`src/design/sdl_top.sv`:
```
// Transceiver channel loopback selection, signal detect and clock-recovery lock status
`timescale 1ns/1ps
package sdl_pkg;
    localparam int          ADDR_W        = 4;
    localparam logic [3:0]  OFS_LOOPBACK  = 4'h0;
    localparam logic [3:0]  OFS_PMA_CTRL0 = 4'h4;
    localparam logic [3:0]  OFS_PMA_STAT  = 4'h8;
    localparam logic [3:0]  OFS_MODE      = 4'hC;
    localparam int          LB_A_BIT      = 0;
    localparam int          LB_C_BIT      = 1;
    localparam int          LB_B_BIT      = 2;
    localparam int          LB_NEAR_BIT   = 0;
    localparam int          LB_FAR_BIT    = 1;
    localparam int          C0_CDR_EN_BIT = 0;
    localparam int          C0_THR_BIT    = 1;
    localparam int          C0_DRIFT_BIT  = 2;
    localparam int          C0_FDSET_BIT  = 3;
    localparam int          ST_TDET_BIT   = 2;
    localparam int          ST_CDRLOL_BIT = 3;
    localparam int          ST_TXLOL_BIT  = 4;
    localparam int          ST_REFLOL_BIT = 5;
    localparam int          ST_FDMIS_BIT  = 6;
    localparam int          MODE_66B_BIT  = 0;
    localparam logic [2:0]  LOOPBACK_RST  = 3'h0;
    localparam logic [3:0]  PMA_CTRL0_RST = 4'h1;
    localparam logic [0:0]  MODE_RST      = 1'h1;
    localparam int          CLK_PERIOD_NS = 40;
    localparam int          FREQ_LOCK_NS  = 15000;
    localparam int          COARSE_NS     = 500;
    localparam int          FINE_WAIT_NS  = 250;
    localparam int          FREQ_CYC      = (FREQ_LOCK_NS + CLK_PERIOD_NS - 1) / CLK_PERIOD_NS;
    localparam int          COARSE_CYC    = (COARSE_NS + CLK_PERIOD_NS - 1) / CLK_PERIOD_NS;
    localparam int          FINE_CYC      = (FINE_WAIT_NS + CLK_PERIOD_NS - 1) / CLK_PERIOD_NS;
    // Frequency deviation in units of 0.01 percent
    localparam logic [7:0]  FD_THR_SET0   = 8'h31;
    localparam logic [7:0]  FD_THR_SET1   = 8'h62;
    typedef enum logic [3:0]
    {
        CDR_OFF    = 4'b0001,
        CDR_FREQ   = 4'b0010,
        CDR_COARSE = 4'b0100,
        CDR_FINE   = 4'b1000
    } sdl_cdr_t;
endpackage
module sdl_top
    import sdl_pkg::*;
#(
    parameter int LB_FIFO_DEPTH = 4
)
(
    input  wire logic        MCLK,
    input  wire logic        RESETN,
    input  wire logic        WB_CYC,
    input  wire logic        WB_STB,
    input  wire logic        WB_WE,
    input  wire logic [3:0]  WB_SEL,
    input  wire logic [ADDR_W-1:0] WB_ADR,
    input  wire logic [31:0] WB_DAT_I,
    output logic      [31:0] WB_DAT_O,
    output logic             WB_ACK,
    input  wire logic [63:0] TX_XG_DATA,
    input  wire logic [7:0]  TX_XG_CTRL,
    input  wire logic [63:0] RX_DEC_DATA,
    input  wire logic [7:0]  RX_DEC_CTRL,
    output logic      [63:0] RX_FIFO_DATA,
    output logic      [7:0]  RX_FIFO_CTRL,
    output logic      [63:0] TX_FIFO_DATA,
    output logic      [7:0]  TX_FIFO_CTRL,
    input  wire logic [15:0] TX_PCS_WORD,
    input  wire logic [15:0] RX_DES_WORD,
    output logic      [15:0] RX_PCS_WORD,
    output logic      [15:0] TX_SER_WORD,
    output logic             RX_PATH_ON_TX_CLK,
    input  wire logic        RX_ABOVE_125,
    input  wire logic        RX_ABOVE_180,
    input  wire logic        TXPLL_LOCK,
    input  wire logic        REFCLK_OK,
    input  wire logic [7:0]  FREQ_DEV,
    output logic             RECOVERED_CLOCK_RUN,
    output logic             DRIFT_RANGE_WIDE,
    output logic             CDR_LOCKED
);
    // =====================================================================
    // Pin synchronisers
    localparam int SYNC_W = 12;
    logic [SYNC_W-1:0] sync_meta;
    logic [SYNC_W-1:0] sync_q;
    always_ff @(posedge MCLK or negedge RESETN)
    begin
        if (!RESETN)
        begin
            sync_meta <= '0;
            sync_q    <= '0;
        end
        else
        begin
            sync_meta <= {FREQ_DEV, REFCLK_OK, TXPLL_LOCK, RX_ABOVE_180, RX_ABOVE_125};
            sync_q    <= sync_meta;
        end
    end
    logic       above_125;
    logic       above_180;
    logic       txpll_lock;
    logic       refclk_ok;
    logic [7:0] freq_dev;
    assign {freq_dev, refclk_ok, txpll_lock, above_180, above_125} = sync_q;
    // =====================================================================
    // Wishbone slave
    logic [2:0] loopback_control_reg;
    logic [3:0] pma_control_zero;
    logic [0:0] mode_cfg;
    logic [6:0] pma_status_reg;
    logic       req;
    logic       wr_now;
    assign req    = WB_CYC && WB_STB;
    assign wr_now = req && WB_ACK && WB_WE && WB_SEL[0];

    always_ff @(posedge MCLK or negedge RESETN)
    begin
        if (!RESETN)
            WB_ACK <= 1'b0;
        else
            WB_ACK <= req && !WB_ACK;
    end

    // Read data is latched with the ack so it stands for the whole answer cycle
    always_ff @(posedge MCLK or negedge RESETN)
    begin
        if (!RESETN)
            WB_DAT_O <= 32'h0000_0000;
        else if (req && !WB_ACK && !WB_WE)
        begin
            unique case (WB_ADR)
                OFS_LOOPBACK:  WB_DAT_O <= {29'h0, loopback_control_reg};
                OFS_PMA_CTRL0: WB_DAT_O <= {28'h0, pma_control_zero};
                OFS_PMA_STAT:  WB_DAT_O <= {25'h0, pma_status_reg};
                OFS_MODE:      WB_DAT_O <= {31'h0, mode_cfg};
                default:       WB_DAT_O <= 32'h0000_0000;
            endcase
        end
    end

    always_ff @(posedge MCLK or negedge RESETN)
    begin
        if (!RESETN)
        begin
            loopback_control_reg <= LOOPBACK_RST;
            pma_control_zero     <= PMA_CTRL0_RST;
            mode_cfg             <= MODE_RST;
        end
        else if (wr_now)
        begin
            if (WB_ADR == OFS_LOOPBACK)
                loopback_control_reg <= WB_DAT_I[2:0];
            if (WB_ADR == OFS_PMA_CTRL0)
                pma_control_zero <= WB_DAT_I[3:0];
            if (WB_ADR == OFS_MODE)
                mode_cfg <= WB_DAT_I[0:0];
        end
    end
    // =====================================================================
    // Loopback selection
    logic mode_66b;
    logic lb_a;
    logic lb_b;
    logic lb_c;
    logic lb_near;
    logic lb_far;
    assign mode_66b = mode_cfg[MODE_66B_BIT];
    assign lb_a     = mode_66b && loopback_control_reg[LB_A_BIT];
    assign lb_b     = mode_66b && loopback_control_reg[LB_B_BIT];
    assign lb_c     = mode_66b && loopback_control_reg[LB_C_BIT];
    assign lb_near  = !mode_66b && loopback_control_reg[LB_NEAR_BIT];
    assign lb_far   = !mode_66b && loopback_control_reg[LB_FAR_BIT];

    // Tells the clock tree to run the receive path from the transmit PCS clock
    assign RX_PATH_ON_TX_CLK = lb_a;

    // Phase compensation FIFO; one clock here, so it only absorbs the start-up skew
    localparam int PTR_W = $clog2(LB_FIFO_DEPTH);
    logic [15:0]      lb_mem [LB_FIFO_DEPTH];
    logic [PTR_W-1:0] wr_ptr;
    logic [PTR_W-1:0] rd_ptr;
    logic [PTR_W:0]   lb_count;
    logic             lb_rd;
    assign lb_rd = lb_a && (lb_count != '0);

    always_ff @(posedge MCLK)
    begin
        if (lb_a)
            lb_mem[wr_ptr] <= TX_PCS_WORD;
    end

    always_ff @(posedge MCLK or negedge RESETN)
    begin
        if (!RESETN)
        begin
            wr_ptr   <= '0;
            rd_ptr   <= '0;
            lb_count <= '0;
        end
        else
        begin
            // Pointers fall back to empty whenever path A is off
            wr_ptr   <= lb_a ? PTR_W'(wr_ptr + 1'b1) : '0;
            rd_ptr   <= lb_rd ? PTR_W'(rd_ptr + 1'b1) : (lb_a ? rd_ptr : '0);
            lb_count <= !lb_a ? '0 : (lb_rd ? lb_count : (PTR_W+1)'(lb_count + 1'b1));
        end
    end

    always_ff @(posedge MCLK or negedge RESETN)
    begin
        if (!RESETN)
        begin
            RX_PCS_WORD  <= 16'h0000;
            TX_SER_WORD  <= 16'h0000;
            RX_FIFO_DATA <= 64'h0000_0000_0000_0000;
            RX_FIFO_CTRL <= 8'h00;
            TX_FIFO_DATA <= 64'h0000_0000_0000_0000;
            TX_FIFO_CTRL <= 8'h00;
        end
        else
        begin
            if (lb_a)
                RX_PCS_WORD <= lb_rd ? lb_mem[rd_ptr] : 16'h0000;
            else if (lb_near)
                RX_PCS_WORD <= TX_PCS_WORD;
            else
                RX_PCS_WORD <= RX_DES_WORD;
            // No bit skipping here: both ends must share one reference clock
            TX_SER_WORD  <= lb_far ? RX_DES_WORD : TX_PCS_WORD;
            RX_FIFO_DATA <= lb_b ? TX_XG_DATA : RX_DEC_DATA;
            RX_FIFO_CTRL <= lb_b ? TX_XG_CTRL : RX_DEC_CTRL;
            TX_FIFO_DATA <= lb_c ? RX_DEC_DATA : TX_XG_DATA;
            TX_FIFO_CTRL <= lb_c ? RX_DEC_CTRL : TX_XG_CTRL;
        end
    end
    // =====================================================================
    // Signal detector
    logic tdet;
    logic over_thr;
    assign over_thr = pma_control_zero[C0_THR_BIT] ? above_180 : above_125;
    always_ff @(posedge MCLK or negedge RESETN)
    begin
        if (!RESETN)
            tdet <= 1'b0;
        else if (over_thr)
            tdet <= 1'b1;
    end
    // =====================================================================
    // Clock-recovery lock controller
    sdl_cdr_t   cdr_state;
    sdl_cdr_t   next_cdr_state;
    logic [8:0] lock_cnt;
    logic       fd_mismatch;
    logic       fine_settled;
    logic       cdr_run;
    assign cdr_run      = pma_control_zero[C0_CDR_EN_BIT] && refclk_ok;
    assign fine_settled = (cdr_state == CDR_FINE) && (lock_cnt >= 9'(FINE_CYC));
    // Thresholds sit mid-way in the band where a mismatch is optional
    assign fd_mismatch  = freq_dev > (pma_control_zero[C0_FDSET_BIT] ? FD_THR_SET1
                                                                    : FD_THR_SET0);

    always_comb
    begin
        next_cdr_state = cdr_state;
        unique case (cdr_state)
            CDR_OFF:
                next_cdr_state = CDR_FREQ;
            CDR_FREQ:
                if (lock_cnt >= 9'(FREQ_CYC - 1))
                    next_cdr_state = CDR_COARSE;
            CDR_COARSE:
                if (lock_cnt >= 9'(COARSE_CYC - 1))
                    next_cdr_state = CDR_FINE;
            CDR_FINE:
                if (fine_settled && fd_mismatch)
                    next_cdr_state = CDR_FREQ;
            default:
                next_cdr_state = CDR_OFF;
        endcase
        if (!cdr_run)
            next_cdr_state = CDR_OFF;
    end

    always_ff @(posedge MCLK or negedge RESETN)
    begin
        if (!RESETN)
            cdr_state <= CDR_OFF;
        else
            cdr_state <= next_cdr_state;
    end

    always_ff @(posedge MCLK or negedge RESETN)
    begin
        if (!RESETN)
            lock_cnt <= '0;
        else if (next_cdr_state != cdr_state)
            lock_cnt <= '0;
        else if (lock_cnt != '1)
            lock_cnt <= 9'(lock_cnt + 1'b1);
    end
    // =====================================================================
    // Status and outputs
    always_ff @(posedge MCLK or negedge RESETN)
    begin
        if (!RESETN)
            pma_status_reg <= 7'h00;
        else
        begin
            pma_status_reg                <= 7'h00;
            pma_status_reg[ST_TDET_BIT]   <= tdet;
            pma_status_reg[ST_CDRLOL_BIT] <= !fine_settled;
            pma_status_reg[ST_TXLOL_BIT]  <= !txpll_lock;
            pma_status_reg[ST_REFLOL_BIT] <= cdr_state inside {CDR_OFF, CDR_FREQ};
            pma_status_reg[ST_FDMIS_BIT]  <= fine_settled && fd_mismatch;
        end
    end

    always_ff @(posedge MCLK or negedge RESETN)
    begin
        if (!RESETN)
        begin
            RECOVERED_CLOCK_RUN <= 1'b0;
            DRIFT_RANGE_WIDE    <= 1'b0;
            CDR_LOCKED          <= 1'b0;
        end
        else
        begin
            RECOVERED_CLOCK_RUN <= cdr_run;
            DRIFT_RANGE_WIDE    <= pma_control_zero[C0_DRIFT_BIT];
            CDR_LOCKED          <= fine_settled;
        end
    end
    // =====================================================================
    // Assertions
    a_path_b_route: assert property (@(posedge MCLK) disable iff (!RESETN)
        lb_b |=> RX_FIFO_DATA == $past(TX_XG_DATA))
        else $error("path B data not routed to receive FIFO");
    a_path_c_route: assert property (@(posedge MCLK) disable iff (!RESETN)
        lb_c |=> TX_FIFO_CTRL == $past(RX_DEC_CTRL))
        else $error("path C control not routed to transmit FIFO");
    a_far_loop: assert property (@(posedge MCLK) disable iff (!RESETN)
        lb_far |=> TX_SER_WORD == $past(RX_DES_WORD))
        else $error("far-end loopback word wrong");
    a_normal_path: assert property (@(posedge MCLK) disable iff (!RESETN)
        loopback_control_reg == 3'h0 |=> RX_PCS_WORD == $past(RX_DES_WORD)
            && TX_FIFO_DATA == $past(TX_XG_DATA))
        else $error("normal datapath disturbed");
    a_path_a_lat: assert property (@(posedge MCLK) disable iff (!RESETN)
        lb_a [*3] |=> RX_PCS_WORD == $past(TX_PCS_WORD, 2))
        else $error("loopback FIFO delay wrong");
    a_tdet_sticky: assert property (@(posedge MCLK) disable iff (!RESETN)
        tdet |=> tdet)
        else $error("transition detect cleared");
    a_tdet_thresh: assert property (@(posedge MCLK) disable iff (!RESETN)
        !tdet && !pma_control_zero[C0_THR_BIT] && above_125 |=> tdet)
        else $error("low threshold crossing missed");
    a_txlol_stat: assert property (@(posedge MCLK) disable iff (!RESETN)
        !txpll_lock [*2] |=> pma_status_reg[ST_TXLOL_BIT])
        else $error("transmit PLL loss-of-lock not shown");
    a_coarse_fine: assert property (@(posedge MCLK) disable iff (!RESETN)
        cdr_state == CDR_COARSE && next_cdr_state != CDR_COARSE && cdr_run
            |=> cdr_state == CDR_FINE)
        else $error("coarse lock did not step to fine");
    a_no_early_cmp: assert property (@(posedge MCLK) disable iff (!RESETN)
        $rose(cdr_state == CDR_FINE) ##0 cdr_run [*7] |=> cdr_state == CDR_FINE)
        else $error("frequency compared before settle time");
    a_relock_time: assert property (@(posedge MCLK) disable iff (!RESETN)
        $rose(cdr_state == CDR_COARSE) |-> ##[1:20] (fine_settled || !cdr_run))
        else $error("phase lock not reached in time");
    a_mismatch_back: assert property (@(posedge MCLK) disable iff (!RESETN)
        fine_settled && fd_mismatch && cdr_run |=> cdr_state == CDR_FREQ)
        else $error("mismatch did not restart acquisition");
endmodule

```
`config.mk`:
```
export PLATFORM = sky130hd
export DESIGN_NAME = sdl_top
export DESIGN_NICKNAME = d
export VERILOG_FILES = /design/src/design/sdl_top.sv
export SDC_FILE = /design/constraint.sdc
export NUM_CORES = 1
export LEC_CHECK = 0
export ABC_AREA = 1
export BUFFER_PORTS_ARGS = -buffer_cell sky130_fd_sc_hd__buf_2
export CORE_MARGIN = 3
export CORE_UTILIZATION = 40
export DETAILED_ROUTE_END_ITERATION = 6
export PLACE_DENSITY = 0.73
export SYNTH_ARGS = -nofsm -noshare
export SYNTH_HDL_FRONTEND = slang
export SYNTH_SLANG_ARGS = --single-unit
export TNS_END_PERCENT = 50
```
`constraint.sdc`:
```
create_clock -name MCLK -period 6.4 [get_ports MCLK]
set_clock_uncertainty 0.1 [all_clocks]
set_input_delay 1.28 -clock MCLK [delete_from_list [all_inputs] [get_ports MCLK]]
set_output_delay 1.28 -clock MCLK [all_outputs]
set_load 0.005 [all_outputs]
```
==> impl_metrics.toml <==
[run_status]
outcome = "finished, final reports clean"

[floorplan]
start_util_pct = 40.73
rows = 63
die_area_um2 = 32380
coreArea_um2 = 29720
fp.dieW_um = 180.0
num_io_pins = 446
die_height_um = 180.0

[cells_and_area]
fin_cells = 2005
final_common_cell = "buf_2"
drive_gt1_share_pct = 29.95
area_growth_pct = 28.19
layout_common_cells = "388 x buf_2, 242 x dfrtp_1, 222 x nand2_1, 149 x inv_1, 115 x o21ai_0"
top_regs = "RX_FIFO_DATA (64), TX_FIFO_DATA (64), lb_mem (64)"
final_area_um2 = 15520
fin_nets = 1827

[worst_setup_path]
path_max_fanout = 19
path_cells = "nand2_1 -> inv_1 -> buf_2"
cp.required_ps = 5020
slowest_stage = "dfrtp_1"
critical_path.max_stage_delay_ps = 860
reg2reg_slack_ps = 3640
crit_type = "reg2out"
end_kind = "primary output"
worstSetupStartpointType = "register"
arrival_ps = 2160

[clocking]
insertion_delay_ps = 510
cts_setup_buffers = 0
cts_resized = 0
numCtsBuffers = 35
clk_pin_slew_worst_paths_ps = 60
cts_max_level = 2
hold_buffers = 0
cts_sinks = 309
cts_tree = "done"
root_buffer = "clkbuf_16"
clk_path_buf_depth = 3

[timing]
finalHoldViolCount = 0
worst_pin_slew_ps = 1104
max_freq_mhz = 282.6
setup_tns_ps = 0
min_period_ps = 3538
slew_headroom_pct = 26.29
rsz0062_at_grt = "false"
finalCritPeriodShare_pct = 55.28
drv_slew = 0
setup_viol = 0
setup_slack_ps = 2862

[power_and_ir_drop]
sw_frac_of_total_pct = 23.71
pwr-share-clk_pct = 43.9
power_w = 0.004488
ir_drop_v = 0.0001997
power.leakage_nw = 7.927
p_comb_share_pct = 8.4
power.switching_w = 0.001064
powerDensity_nw_per_um2 = 289.2
p_seq_share_pct = 47.7
p_int_w = 0.003424

[synth]
syn_area_per_cell_um2 = 10.14
yosys.area.top_type_share_pct = 50.03
synth_top_area_cell = "dfrtp_1"
yosysUniqueCellTypes = 32
synthTopCellsByArea = "dfrtp_1 50%, edfxtp_1 16%, nand2_1 6.9%"
synth_compound_area_share_pct = 9.841
synthMuxAreaShare_pct = 0.09303
ys_seq_area_share_pct = 66.56
ys_ff_latch = 309
synthXorXnorAreaFrac_pct = 0.2894
synth_top_family_by_area = "simple AND/OR/NAND/NOR gates"
syn_inst = 1194
synthAdderAreaFrac_pct = 1.344
synthSimpleGateAreaFrac_pct = 13.95
syn_area_um2 = 12100
yosysWarnings = 0

[detailed_routing]
via_count = 9456
postRouteAntennaNets = 0
vias_per_cell = 4.716
first_iter_violations = 528
dr.pass1.iters = 5
wl_um = 33990
routedWlPerCell_um = 16.95
drc = 0

[min_path]
hold_path_class = "reg2reg"

[place]
port_buffers = 389
gp_congestion = 0.8888
placed_cell_area_um2 = 14370
dp_slack_ps = 3366
dpl.hpwl_um = 24120
placed_cells = 1934

[global_routing]
use_met2_pct = 35.85
overflow = 0
grt_use_total_pct = 20.40
antenna_found_initial = 16
gr-usage-met1_pct = 22.88
grt_pass1_wl_um = 52490
grt_max_degree = 130
globalRouteMet3Util_pct = 7.649
grt-busiest-layer = "met2"
grt_pass1_vias = 9608

[run]
cap_violations = 0
synthesized netlist by cell type:
master / instances
o21bai_1: 1
nor2_2: 11
a41oi_1: 1
ha_1: 13
nor3_1: 10
mux2_2: 1
a31oi_1: 1
clkbuf_1: 41
nor3_2: 2
buf_4: 25
or2_0: 1
inv_2: 6
o21ai_0: 115
nand3_4: 1
edfxtp_1: 64
o21ai_1: 1
nor2_1: 100
o211ai_1: 15
nand4_1: 1
buf_1: 2
a21oi_1: 95
nand3b_1: 2
conb_1: 1
clkinv_1: 1
nand2_1: 224
dfrtp_1: 242
xor2_1: 4
nand2_2: 3
dfstp_2: 3
nand3_1: 54
buf_2: 4
inv_1: 149
layer usage:
layer	part of all wire, %	up-vias
met5	0.26	-
met4	2.7	12
met3	9.1	68
met2	51	316
met1	37	4508
li1	-	4552
power by group through the flow:
stage / Combinational, W / Clock, W / Sequential (W)
final: 0.000377 / 0.00197 / 0.00214
after global routing: 0.000431 / 0.00208 / 0.00215
after CTS: 0.000382 / 0.00201 / 0.00214
after detailed placement: 0.000379 / 0 / 0.00218
after global placement: 0.000368 / 0 / 0.00217
after floorplan: 0.000170 / 0 / 0.00218
cells by family (layout without fill, tap and decap cells):
group	count (synthesis)	count (layout)
other	1	34
flip-flops	309	309
buffers and inverters	228	616
multiplexers	1	1
adder cells (fa/ha/maj)	13	13
XOR/XNOR	4	4
AO/OA/AOI/OAI	229	229
AND/OR/NAND/NOR	409	409
final timing paths:
check                                        startpoint           endpoint  depth (start not counted)
worst max-delay path            loopback_control_reg[0]  RX_PATH_ON_TX_CLK                          3
worst min-delay path                       sync_meta[9]          sync_q[9]                          0
worst max register to register  loopback_control_reg[0]    RX_PCS_WORD[13]                          4
worst min register to register             sync_meta[9]          sync_q[9]                          0
max in group asynchronous                        RESETN   RX_FIFO_DATA[53]                          2
min in group asynchronous                        RESETN   TX_FIFO_DATA[40]                          1
critical path: cells and delay by family, from the launching register on:
family | cells | cell delay (ps)
DFF | 1 | 860
and+or+nand+nor | 1 | 410
buffers and inverters | 2 | 380
layout make-up:
type	instances	area, µm²
Antenna cell	9	22.52
Clock buffer	48	985.9
Clock inverter	14	142.6
Fill cell	2624	14200
Inverter	156	585.6
Multi-Input combinational cell	681	3198
Sequential cell	309	8056
Tap cell	390	488.0
Timing Repair Buffer	398	2037
per-stage QoR:
step	util (%)	hold slack [ps]
floorplan	-	231.2
global placement	48.34	231.5
detailed placement	48.34	234.7
CTS	52.14	244.9
global route	52.20	256.2
finish	52.21	244.3
(Power assumes the default switching activity.)
